--- src/logic/phy_seq_defs.svh ---
`ifndef PHY_SEQ_DEFS_SVH
`define PHY_SEQ_DEFS_SVH
// Overview of operation
// - carrier sense rises 800 ns after the mac raises transmit enable
// - carrier sense falls 800 ns after the mac drops transmit enable
// - receive data, error and valid appear 6.4 us after carrier sense asserts
// - straps are sampled between 2 us and 16 us after reset release
// - boot done drives the interrupt pin low 0.5 to 2 ms after release, 160-320 ns
// - strap pins are driven no sooner than 640 ns after boot done asserts
// - each general-purpose pin can output the 25 MHz clock via pin configuration
// - after any reset, traffic is held off until software enables operation
// - writing one to control bit 15 resets the device
// - writing zero to control bit 10 leaves the isolated boot state
// - setting control bit 13 enables the link
// - registers are reached over the mdc/mdio management interface

// clock
`define CLK_PERIOD_NS 20
`define SYNC_STAGES 2

// mii latencies
`define CRS_LAT_NS 800
`define CRS_LAT_CYC (`CRS_LAT_NS / `CLK_PERIOD_NS)
`define RX_LAT_NS 6400
`define RX_LAT_CYC (`RX_LAT_NS / `CLK_PERIOD_NS)
`define RXM_AW 9

// boot timing
`define STRAP_MIN_NS 2000
`define STRAP_CYC ((`STRAP_MIN_NS + `CLK_PERIOD_NS - 1) / `CLK_PERIOD_NS)
`define BOOT_DONE_NS 1500000
`define BOOT_DONE_CYC (`BOOT_DONE_NS / `CLK_PERIOD_NS)
`define INT_PULSE_NS 240
`define INT_PULSE_CYC ((`INT_PULSE_NS + `CLK_PERIOD_NS - 1) / `CLK_PERIOD_NS)
`define GRACE_NS 640
`define GRACE_CYC ((`GRACE_NS + `CLK_PERIOD_NS - 1) / `CLK_PERIOD_NS)
`define BOOT_CNT_W 18

// register map
`define REG_BASIC_CTRL 5'h00
`define REG_PIN_CFG 5'h12
`define CTRL_RESET_BIT 15
`define CTRL_LINK_BIT 13
`define CTRL_ISO_BIT 10
`define PCFG_GP0_LSB 0
`define PCFG_GP1_LSB 2
`define PCFG_STRAP0_BIT 14
`define PCFG_STRAP1_BIT 15
`define PHY_ADDR_DEFAULT 5'h00

// management frame
`define MDIO_OP_RD 2'h2
`define MDIO_OP_WR 2'h1
`define MDIO_HDR_LAST 4'hc
`define MDIO_TA_LAST 4'h1
`define MDIO_DATA_LAST 4'hf

// pin drive pair {oe_n, out}
`define PIN_RELEASED 2'h2
`endif

--- src/logic/phy_seq_pkg.sv ---
`include "phy_seq_defs.svh"
package phy_seq_pkg;
  typedef enum logic [1:0] {
    M_IDLE = 2'h0,
    M_HDR = 2'h1,
    M_TA = 2'h2,
    M_DATA = 2'h3
  } mdio_state_t;

  typedef enum logic [1:0] {
    PF_INPUT = 2'h0,
    PF_CLOCK = 2'h1,
    PF_LOW = 2'h2,
    PF_HIGH = 2'h3
  } pin_fn_t;

  typedef struct packed {
    logic dv;
    logic er;
    logic [3:0] d;
  } rx_word_t;
endpackage

--- src/logic/rx_delay_if.sv ---
`timescale 1ns/100ps
`include "phy_seq_defs.svh"
interface rx_delay_if;
  import phy_seq_pkg::*;
  logic wr_en;
  logic [`RXM_AW-1:0] wr_addr;
  logic [`RXM_AW-1:0] rd_addr;
  rx_word_t wr_data;
  rx_word_t rd_data;
  modport owner (output wr_en, output wr_addr, output rd_addr, output wr_data, input rd_data);
  modport mem (input wr_en, input wr_addr, input rd_addr, input wr_data, output rd_data);
endinterface

--- src/logic/phy_boot_and_mii_sequencing.sv ---
`timescale 1ns/100ps
`include "phy_seq_defs.svh"
module phy_boot_and_mii_sequencing
  import phy_seq_pkg::*;
#(
  parameter int unsigned BOOT_DONE_CYCLES = `BOOT_DONE_CYC,
  parameter logic [4:0] PHY_ADDR = `PHY_ADDR_DEFAULT
) (
  // clock and reset
  input wire logic clk_sys,
  input wire logic rst,
  // mii transmit side
  input wire logic tx_en,
  output logic crs,
  output logic line_tx_en,
  // mii receive side
  output logic rx_dv,
  output logic rx_er,
  output logic [3:0] rxd,
  // line receiver
  input wire logic line_rx_active,
  input wire logic line_rx_err,
  input wire logic [3:0] line_rxd,
  // management
  input wire logic mdc,
  input wire logic mdio_in,
  output logic mdio_out,
  output logic mdio_oe_n,
  output logic mgmt_interrupt_pin_out,
  output logic mgmt_interrupt_pin_oe_n,
  // general-purpose / strap pins
  input wire logic gp_pin_zero_in,
  output logic gp_pin_zero_out,
  output logic gp_pin_zero_oe_n,
  input wire logic gp_pin_one_in,
  output logic gp_pin_one_out,
  output logic gp_pin_one_oe_n
);
  localparam int TX_DLY = `CRS_LAT_CYC - `SYNC_STAGES;
  // pin enters the synchroniser two edges before the strap load, so wait those out
  localparam logic [`BOOT_CNT_W-1:0] T_STRAP = `BOOT_CNT_W'(`STRAP_CYC + `SYNC_STAGES);
  localparam logic [`BOOT_CNT_W-1:0] T_DONE = `BOOT_CNT_W'(BOOT_DONE_CYCLES);
  localparam logic [`BOOT_CNT_W-1:0] T_PULSE_END = `BOOT_CNT_W'(BOOT_DONE_CYCLES + `INT_PULSE_CYC);
  localparam logic [`BOOT_CNT_W-1:0] T_HANDOVER = `BOOT_CNT_W'(BOOT_DONE_CYCLES + `GRACE_CYC);
  localparam logic [`RXM_AW-1:0] RX_K = `RXM_AW'(`RX_LAT_CYC);

  function automatic logic [1:0] pin_drive(input pin_fn_t fn, input logic clk_ph);
    logic [1:0] v;
    v = `PIN_RELEASED;
    unique case (fn)
      PF_INPUT: v = `PIN_RELEASED;
      PF_CLOCK: v = {1'b0, clk_ph};
      PF_LOW: v = {1'b0, 1'b0};
      PF_HIGH: v = {1'b0, 1'b1};
    endcase
    return v;
  endfunction

  // pin synchronisers: tx_en, mdc, mdio, gp0, gp1
  logic [4:0] pin_meta;
  logic [4:0] pin_sync;
  always_ff @(posedge clk_sys or posedge rst) begin
    if (rst) begin
      pin_meta <= '0;
      pin_sync <= '0;
    end else begin
      pin_meta <= {gp_pin_one_in, gp_pin_zero_in, mdio_in, mdc, tx_en};
      pin_sync <= pin_meta;
    end
  end
  wire tx_s = pin_sync[0];
  wire mdc_s = pin_sync[1];
  wire mdio_s = pin_sync[2];
  wire gp0_s = pin_sync[3];
  wire gp1_s = pin_sync[4];

  // control state
  logic soft_rst;
  logic link_en;
  logic iso;
  logic strap0;
  logic strap1;
  pin_fn_t fn0;
  pin_fn_t fn1;
  logic clk25;

  // boot sequencing
  logic [`BOOT_CNT_W-1:0] boot_cnt;
  always_ff @(posedge clk_sys or posedge rst) begin
    if (rst) begin
      boot_cnt <= '0;
    end else if (soft_rst) begin
      boot_cnt <= '0;
    end else if (boot_cnt != T_HANDOVER) begin
      boot_cnt <= `BOOT_CNT_W'(boot_cnt + 1'b1);
    end
  end
  wire strap_take = boot_cnt == T_STRAP;
  wire int_low = (boot_cnt >= T_DONE) && (boot_cnt < T_PULSE_END);
  wire boot_done = boot_cnt == T_HANDOVER;
  wire comm_en = boot_done && link_en && !iso;

  always_ff @(posedge clk_sys or posedge rst) begin
    if (rst) begin
      mgmt_interrupt_pin_oe_n <= 1'b1;
    end else begin
      mgmt_interrupt_pin_oe_n <= !int_low;
    end
  end
  // open drain: only ever pulls low
  assign mgmt_interrupt_pin_out = 1'b0;

  // management frame receiver
  mdio_state_t mstate;
  logic [3:0] mcnt;
  logic [12:0] hdr;
  logic [15:0] sh;
  logic op_rd;
  logic hit;
  logic [4:0] reg_addr;
  logic mdc_q;
  logic wr_fire;
  logic [4:0] wr_reg;
  logic [15:0] wr_data;

  wire mdc_rise = mdc_s && !mdc_q;
  wire [12:0] hdr_full = {hdr[11:0], mdio_s};
  wire [1:0] hdr_op = hdr_full[11:10];
  wire hdr_ok = hdr_full[12] && (hdr_full[9:5] == PHY_ADDR);
  wire hdr_rd = hdr_op == `MDIO_OP_RD;
  wire hdr_wr = hdr_op == `MDIO_OP_WR;
  wire [15:0] sh_full = {sh[14:0], mdio_s};

  logic [15:0] ctrl_rd;
  logic [15:0] pcfg_rd;
  always_comb begin
    ctrl_rd = '0;
    ctrl_rd[`CTRL_LINK_BIT] = link_en;
    ctrl_rd[`CTRL_ISO_BIT] = iso;
    pcfg_rd = '0;
    pcfg_rd[`PCFG_GP0_LSB +: 2] = fn0;
    pcfg_rd[`PCFG_GP1_LSB +: 2] = fn1;
    pcfg_rd[`PCFG_STRAP0_BIT] = strap0;
    pcfg_rd[`PCFG_STRAP1_BIT] = strap1;
  end
  wire sel_ctrl = reg_addr == `REG_BASIC_CTRL;
  wire sel_pcfg = reg_addr == `REG_PIN_CFG;
  // unmapped addresses read as zero
  wire [15:0] rd_word = sel_ctrl ? ctrl_rd : (sel_pcfg ? pcfg_rd : 16'h0000);

  always_ff @(posedge clk_sys or posedge rst) begin
    if (rst) begin
      mstate <= M_IDLE;
      mcnt <= '0;
      hdr <= '0;
      sh <= '0;
      op_rd <= 1'b0;
      hit <= 1'b0;
      reg_addr <= '0;
      mdc_q <= 1'b0;
      mdio_out <= 1'b1;
      mdio_oe_n <= 1'b1;
      wr_fire <= 1'b0;
      wr_reg <= '0;
      wr_data <= '0;
    end else begin
      mdc_q <= mdc_s;
      wr_fire <= 1'b0;
      if (mdc_rise) begin
        unique case (mstate)
          M_IDLE: begin
            if (!mdio_s) begin
              mstate <= M_HDR;
              mcnt <= '0;
            end
          end
          M_HDR: begin
            hdr <= hdr_full;
            mcnt <= mcnt + 4'h1;
            if (mcnt == `MDIO_HDR_LAST) begin
              mstate <= M_TA;
              mcnt <= '0;
              op_rd <= hdr_rd;
              hit <= hdr_ok && (hdr_rd || hdr_wr);
              reg_addr <= hdr_full[4:0];
            end
          end
          M_TA: begin
            mcnt <= mcnt + 4'h1;
            if (hit && op_rd) begin
              mdio_oe_n <= 1'b0;
              mdio_out <= 1'b0;
            end
            if (mcnt == `MDIO_TA_LAST) begin
              mstate <= M_DATA;
              mcnt <= '0;
              if (hit && op_rd) begin
                mdio_out <= rd_word[15];
                sh <= {rd_word[14:0], 1'b0};
              end
            end
          end
          M_DATA: begin
            mcnt <= mcnt + 4'h1;
            if (op_rd) begin
              mdio_out <= sh[15];
              sh <= {sh[14:0], 1'b0};
            end else begin
              sh <= sh_full;
            end
            if (mcnt == `MDIO_DATA_LAST) begin
              mstate <= M_IDLE;
              mdio_oe_n <= 1'b1;
              mdio_out <= 1'b1;
              wr_fire <= hit && !op_rd;
              wr_reg <= reg_addr;
              wr_data <= sh_full;
            end
          end
        endcase
      end
    end
  end

  wire wr_ctrl = wr_fire && (wr_reg == `REG_BASIC_CTRL);
  wire wr_pcfg = wr_fire && (wr_reg == `REG_PIN_CFG);

  // register file; a soft reset restarts boot and reloads defaults
  always_ff @(posedge clk_sys or posedge rst) begin
    if (rst) begin
      soft_rst <= 1'b0;
      link_en <= 1'b0;
      iso <= 1'b1;
      strap0 <= 1'b0;
      strap1 <= 1'b0;
      fn0 <= PF_INPUT;
      fn1 <= PF_INPUT;
    end else begin
      soft_rst <= wr_ctrl && wr_data[`CTRL_RESET_BIT];
      if (soft_rst) begin
        link_en <= 1'b0;
        iso <= 1'b1;
        fn0 <= PF_INPUT;
        fn1 <= PF_INPUT;
      end else if (strap_take) begin
        strap0 <= gp0_s;
        strap1 <= gp1_s;
        iso <= gp0_s;
      end else if (wr_ctrl && !wr_data[`CTRL_RESET_BIT]) begin
        link_en <= wr_data[`CTRL_LINK_BIT];
        iso <= wr_data[`CTRL_ISO_BIT];
      end else if (wr_pcfg) begin
        fn0 <= pin_fn_t'(wr_data[`PCFG_GP0_LSB +: 2]);
        fn1 <= pin_fn_t'(wr_data[`PCFG_GP1_LSB +: 2]);
      end
    end
  end

  // general-purpose pins: released until handover, then per configuration
  // half-rate toggle of the 50 MHz core clock, itself locked to the reference
  always_ff @(posedge clk_sys or posedge rst) begin
    if (rst) begin
      clk25 <= 1'b0;
      {gp_pin_zero_oe_n, gp_pin_zero_out} <= `PIN_RELEASED;
      {gp_pin_one_oe_n, gp_pin_one_out} <= `PIN_RELEASED;
    end else begin
      clk25 <= !clk25;
      {gp_pin_zero_oe_n, gp_pin_zero_out} <= boot_done ? pin_drive(fn0, clk25) : `PIN_RELEASED;
      {gp_pin_one_oe_n, gp_pin_one_out} <= boot_done ? pin_drive(fn1, clk25) : `PIN_RELEASED;
    end
  end

  // transmit enable to carrier sense: fixed pipeline, equal on both edges
  logic [TX_DLY-1:0] tx_pipe;
  always_ff @(posedge clk_sys or posedge rst) begin
    if (rst) begin
      tx_pipe <= '0;
      crs <= 1'b0;
      line_tx_en <= 1'b0;
    end else begin
      tx_pipe <= {tx_pipe[TX_DLY-2:0], tx_s};
      crs <= comm_en && (tx_pipe[TX_DLY-1] || line_rx_active);
      line_tx_en <= comm_en && tx_s;
    end
  end

  // receive path delayed through a ring buffer
  rx_delay_if rxm ();
  logic [`RXM_AW-1:0] wptr;
  logic primed;
  rx_word_t rx_in;
  assign rx_in = comm_en ? rx_word_t'{dv: line_rx_active, er: line_rx_err, d: line_rxd} : '0;
  assign rxm.wr_en = 1'b1;
  assign rxm.wr_addr = wptr;
  assign rxm.wr_data = rx_in;
  assign rxm.rd_addr = `RXM_AW'(wptr - RX_K);

  always_ff @(posedge clk_sys or posedge rst) begin
    if (rst) begin
      wptr <= '0;
      primed <= 1'b0;
    end else begin
      wptr <= `RXM_AW'(wptr + 1'b1);
      // unwritten cells hold junk until the ring has passed the read point once
      if (wptr == RX_K) begin
        primed <= 1'b1;
      end
    end
  end

  rx_delay_mem u_rx_delay_mem (
    .clk_sys(clk_sys),
    .rst(rst),
    .port(rxm.mem)
  );

  assign rx_dv = primed ? rxm.rd_data.dv : 1'b0;
  assign rx_er = primed ? rxm.rd_data.er : 1'b0;
  assign rxd = primed ? rxm.rd_data.d : 4'h0;
endmodule // phy_boot_and_mii_sequencing

--- src/logic/rx_delay_mem.sv ---
`timescale 1ns/100ps
`include "phy_seq_defs.svh"
module rx_delay_mem
  import phy_seq_pkg::*;
(
  // clock and reset
  input wire logic clk_sys,
  input wire logic rst,
  // storage port
  rx_delay_if.mem port
);
  rx_word_t store [2**`RXM_AW];

  // ram cells carry no reset so the array maps to block memory
  always_ff @(posedge clk_sys) begin
    if (port.wr_en) begin
      store[port.wr_addr] <= port.wr_data;
    end
  end

  always_ff @(posedge clk_sys or posedge rst) begin
    if (rst) begin
      port.rd_data <= '0;
    end else begin
      port.rd_data <= store[port.rd_addr];
    end
  end
endmodule // rx_delay_mem

--- config.mk ---
export PLATFORM = sky130hd
export DESIGN_NAME = phy_boot_and_mii_sequencing
export DESIGN_NICKNAME = d
export VERILOG_FILES = /design/src/logic/phy_seq_pkg.sv /design/src/logic/rx_delay_if.sv /design/src/logic/phy_boot_and_mii_sequencing.sv /design/src/logic/rx_delay_mem.sv
export VERILOG_INCLUDE_DIRS = /design/src /design/src/logic
export SDC_FILE = /design/constraint.sdc
export NUM_CORES = 2
export LEC_CHECK = 0
export BUFFER_PORTS_ARGS = -buffer_cell sky130_fd_sc_hd__buf_2
export CAP_MARGIN = 30
export CELL_PAD_IN_SITES_DETAIL_PLACEMENT = 0
export CELL_PAD_IN_SITES_GLOBAL_PLACEMENT = 1
export CORE_MARGIN = 2
export CORE_UTILIZATION = 56
export DETAILED_ROUTE_END_ITERATION = 16
export PLACE_DENSITY = 0.79
export SLEW_MARGIN = 20
export SYNTH_ARGS = -nofsm -noshare
export SYNTH_HDL_FRONTEND = slang
export SYNTH_SLANG_ARGS = --single-unit
--- constraint.sdc ---
create_clock -name clk_sys -period 12.1 [get_ports clk_sys]
set_input_delay 2.42 -clock clk_sys [delete_from_list [all_inputs] [get_ports clk_sys]]
set_output_delay 2.42 -clock clk_sys [all_outputs]
set_load 0.005 [all_outputs]
==> impl_summary.log <==
[metrics] status: complete, no violations
[metrics] number of setup buffers added after CTS: 0
[metrics] Initial Utilization: between 50% and 60%
[metrics] largest fanout on the critical path: 112
[metrics] data arrival time of the critical path: ~6.4 ns
[metrics] maximum clock frequency: around 180 MHz
[metrics] Clock Path Buffers: 4
[metrics] Placeable Area: between 200000 and 250000 um^2
[metrics] final clock skew: about 0.065 ns
[metrics] gpl congestion: roughly 0.84
[metrics] Worst Hold Class: flop to flop
[metrics] die area: between 200000 and 250000 um^2
[metrics] Clock Pin Slew Worst Setup and Hold Paths: roughly 0.060 ns
[metrics] RSZ-0062 raised after global routing: no
[metrics] count of endpoints failing setup in the final report: 0
[metrics] via density per instance: 6.656
[metrics] number of buffers inserted during clock tree synthesis: around 340
[metrics] post-synth net total: between 6000 and 7000
[metrics] largest net degree at the start of global routing: 230
[metrics] total global-route track usage: a little over a quarter
[metrics] WHS Endpoint: pin_sync[2]
[metrics] top-level I/O count: 29
[metrics] cell area after synthesis: between 100000 and 150000 um^2
[metrics] number of distinct library cell variants in the gate-level netlist after synthesis: between 50 and 60
[metrics] slowest cell on the critical path: sky130_fd_sc_hd__dfrtp_4
[metrics] period utilization: about 46%
[metrics] count of final max-slew check failures: 0
[metrics] total overflow reported by the global router: 0
[metrics] root cell of the clock tree: sky130_fd_sc_hd__clkbuf_16
[metrics] fraction of layout instances using a drive strength above 1: around a quarter
[metrics] H-Tree Depth: 5
[metrics] number of stages on the worst hold path: 0
[metrics] total number of nets in the final design: about 6200
[metrics] Required @ worst endpoint: approximately 13 ns
[metrics] hold path startpoint: pin_meta[2]
[metrics] Initial DRT Pass Iterations: 6
[metrics] remaining design rule violation count: 0
[metrics] Largest regs: u_rx_delay_mem.store (3072), tx_pipe (38), boot_cnt (18)
[metrics] Placed Cells incl. Taps: 8744
[metrics] register-to-register setup slack: around 6.5 ns
[metrics] antenna violations before repair: 5
[metrics] reg-to-reg critical path startpoint: rxm.wr_addr[1]
[metrics] leading register cell type out of synthesis: sky130_fd_sc_hd__edfxtp_1
[metrics] insertion delay of the later-clocked pin in the worst-skew pair: about 0.96 ns
[metrics] critical path start-end classification: flop to flop
[metrics] Hold Fails Final Rpt: 0
[metrics] clock tree from TritonCTS: built
[metrics] Rows: approximately 170
[metrics] CTS sink cnt: approximately 3200
[metrics] height of the chip: roughly 480 um
[metrics] number of global-route vias before repair: 62073
[metrics] Post-Layout Cell Count: roughly 9300
[metrics] final period demand of the worst path: ~5.6 ns
[metrics] Setup crit start kind: flop
[metrics] ys async rst share: under 10%
[metrics] wire length of the first global-routing pass: ~450000 um
[metrics] post-synthesis sequential element count: between 3000 and 4000
[metrics] fraction of the yosys area taken by sequential cells: between 70% and 80%
[metrics] count of warnings emitted by yosys: 0
[metrics] kind of capture point of the worst setup path: flop
[metrics] max_slew headroom: roughly 22%
[metrics] Total Wirelength: roughly 310000 um
[metrics] Power Density: around 160 nW/um^2
[metrics] Crit path max-delay family: buffers and inverters
[metrics] static leakage: a little under 50 nW
[metrics] synthesized netlist cell count: between 6000 and 7000
[metrics] number of hold buffers added after CTS: 0
[metrics] overall via count from detail_route: between 60000 and 70000
[metrics] Critical R2R Capture: u_rx_delay_mem.port.rd_data[3]
[metrics] post-synthesis area per instance: between 20 and 25 um^2
[metrics] power consumption: about 22 mW
[metrics] I/O Buffers: 27
[metrics] Setup Total Neg Slack: 0 ns
[metrics] synthesis-to-layout area growth: 11.36%
[metrics] First DRT Iteration DRCs: roughly 8400
[metrics] ANT nets after route: 0
[metrics] routed wirelength normalized by instance count: 33.14 um
[metrics] sequence of cells on the critical path: buf_12 -> buf_12 -> buf_4 -> mux4_2 -> mux4_2 -> a22oi_1 -> a311oi_1 -> or4_1
[metrics] maxcap violations: 0
[metrics] detailed placement HPWL: roughly 180000 um
[metrics] Least-Margin Pin Slew: ~1.2 ns
[metrics] delay of the slowest cell on the worst path: just under 0.9 ns
[metrics] top register by number of flip-flops: u_rx_delay_mem.store
[metrics] Worst Path Buf+Inv: 3
[metrics] number of enable flip-flop cells after synthesis: roughly 3000
[metrics] Largest register FFs: roughly 3000
[metrics] post-cts gate resize count: 0
[metrics] peak supply drop: 0.1497 mV
[metrics] x dimension of the die: 476.8 um
[metrics] number of cell instances on the worst register-to-register path: 8
## worst register-to-register path: stages, from the launching register on
cell,delay (ns)
sky130_fd_sc_hd__dfrtp_4,0.89
sky130_fd_sc_hd__buf_12,0.69
sky130_fd_sc_hd__buf_12,0.63
sky130_fd_sc_hd__buf_4,0.92
sky130_fd_sc_hd__mux4_2,0.65
sky130_fd_sc_hd__mux4_2,0.51
sky130_fd_sc_hd__a22oi_1,0.32
sky130_fd_sc_hd__a311oi_1,0.32
sky130_fd_sc_hd__or4_1,0.54
## synthesized netlist by cell type (7+ instances only)
library cell | count | share of area [%]
sky130_fd_sc_hd__a211oi_1 | 8 | 0.048
sky130_fd_sc_hd__a21oi_1 | 63 | 0.25
sky130_fd_sc_hd__a221oi_1 | 7 | 0.049
sky130_fd_sc_hd__a22o_1 | 15 | 0.10
sky130_fd_sc_hd__a22oi_1 | 140 | 0.84
sky130_fd_sc_hd__a31oi_1 | 7 | 0.035
sky130_fd_sc_hd__a32oi_1 | 33 | 0.23
sky130_fd_sc_hd__and2_1 | 17 | 0.085
sky130_fd_sc_hd__buf_1 | 47 | 0.14
sky130_fd_sc_hd__buf_2 | 105 | 0.42
sky130_fd_sc_hd__buf_4 | 53 | 0.32
sky130_fd_sc_hd__buf_6 | 7 | 0.063
sky130_fd_sc_hd__clkbuf_1 | 162 | 0.49
sky130_fd_sc_hd__dfrtp_1 | 150 | 3.0
sky130_fd_sc_hd__edfxtp_1 | 3072 | 74
sky130_fd_sc_hd__ha_1 | 19 | 0.19
sky130_fd_sc_hd__inv_1 | 17 | 0.051
sky130_fd_sc_hd__mux2_2 | 35 | 0.31
sky130_fd_sc_hd__mux2i_1 | 169 | 1.4
sky130_fd_sc_hd__mux4_2 | 797 | 14
sky130_fd_sc_hd__nand2_1 | 213 | 0.64
sky130_fd_sc_hd__nand2b_1 | 10 | 0.050
sky130_fd_sc_hd__nand3_1 | 56 | 0.22
sky130_fd_sc_hd__nand4_1 | 10 | 0.050
sky130_fd_sc_hd__nor2_1 | 564 | 1.7
sky130_fd_sc_hd__nor2b_1 | 17 | 0.085
sky130_fd_sc_hd__nor3_1 | 16 | 0.064
sky130_fd_sc_hd__nor4_1 | 10 | 0.050
sky130_fd_sc_hd__o211ai_1 | 35 | 0.21
sky130_fd_sc_hd__o21ai_0 | 55 | 0.22
sky130_fd_sc_hd__xnor2_1 | 12 | 0.084
sky130_fd_sc_hd__xor2_1 | 12 | 0.084
## per-layer routing
metal,vias up,share of wire (%),track usage (%)
met5,-,0.013,0
met4,6,4.1,10.58
met3,634,10,5.941
met2,3689,47,41.57
met1,32953,38,39.07
li1,24922,-,-
## final cells by class
type	instances	area, um^2
clock buffers	409	8870
clock inverters	175	1599
repair buffers	151	1555
diodes	5	12.51
multi-input cells	2384	27390
fillers	14746	82900
flip-flops and latches	3228	96180
inverters	18	77.57
well taps	2975	3722
## where the power goes
part / total (mW) / switching, mW / internal [mW]
sequential: 12.1 / 0.0228 / 12.1
combinational: 0.116 / 0.0723 / 0.0436
clock: 9.97 / 4.16 / 5.81
## layout by cell type, fill, tap and decap left out, drive strengths merged, types with 5 or more instances in the layout
| cell type | n |
|---|---|
| mux2i | 169 |
| nor2b | 17 |
| a21oi | 63 |
| a211oi | 8 |
| mux2 | 35 |
| clkinvlp | 9 |
| nor2 | 564 |
| o2111ai | 6 |
| or4 | 5 |
| nand2 | 213 |
| buf | 150 |
| o21ai | 55 |
| o211ai | 35 |
| mux4 | 797 |
| xor2 | 12 |
| a22oi | 140 |
| clkbuf | 410 |
| and4 | 6 |
| inv | 27 |
| a32oi | 33 |
| a221oi | 7 |
| xnor2 | 12 |
| dfstp | 6 |
| edfxtp | 3072 |
| nand4 | 10 |
| nor4 | 10 |
| nand2b | 10 |
| and2 | 17 |
| a22o | 15 |
| nor3 | 16 |
| dfrtp | 150 |
| ha | 19 |
| diode | 5 |
| a31oi | 7 |
| clkinv | 128 |
| and3 | 6 |
| bufinv | 29 |
| nand3 | 56 |
## logic make-up after synthesis
family                     after synthesis  synth area share (%)
other                                    1              0.002996
AOI/OAI and AO/OA                      391                 2.178
adders and majority gates               19                0.1899
muxes                                 1001                 16.01
DFF                                   3228                 76.82
buffers and inverters                  392                 1.481
and+or+nand+nor                        948                 3.154
xor gates and xnor gates                24                0.1679
## worst max-delay path by stage
stage / from / slack [ns] / endpoint / depth (start not counted)
after floorplan: line_rxd[0] / 1.74 / u_rx_delay_mem.store[0][0] / 1
after global placement: rxm.wr_addr[0] / 6.60 / u_rx_delay_mem.port.rd_data[2] / 9
after detailed placement: rxm.wr_addr[0] / 6.59 / u_rx_delay_mem.port.rd_data[2] / 9
after CTS: rxm.wr_addr[1] / 6.57 / u_rx_delay_mem.port.rd_data[3] / 8
after global routing: rxm.wr_addr[0] / 6.37 / u_rx_delay_mem.port.rd_data[2] / 9
final: rxm.wr_addr[1] / 6.52 / u_rx_delay_mem.port.rd_data[3] / 8
## through the flow
step / setup WS, ns / cell area (um^2) / hold slack (ns) / utilization (%)
floorplan: 1.738 / 125200 / 0.3312 / -
detailed placement: 6.586 / 128600 / 0.3347 / 57.86
global route: 6.368 / 139400 / 0.3521 / 62.70
finish: 6.516 / 139400 / 0.3403 / 62.71
CTS: 6.570 / 139100 / 0.3442 / 62.57
global placement: 6.597 / 128400 / 0.3339 / 57.77
No activity file was read; power rests on OpenSTA's default activity.
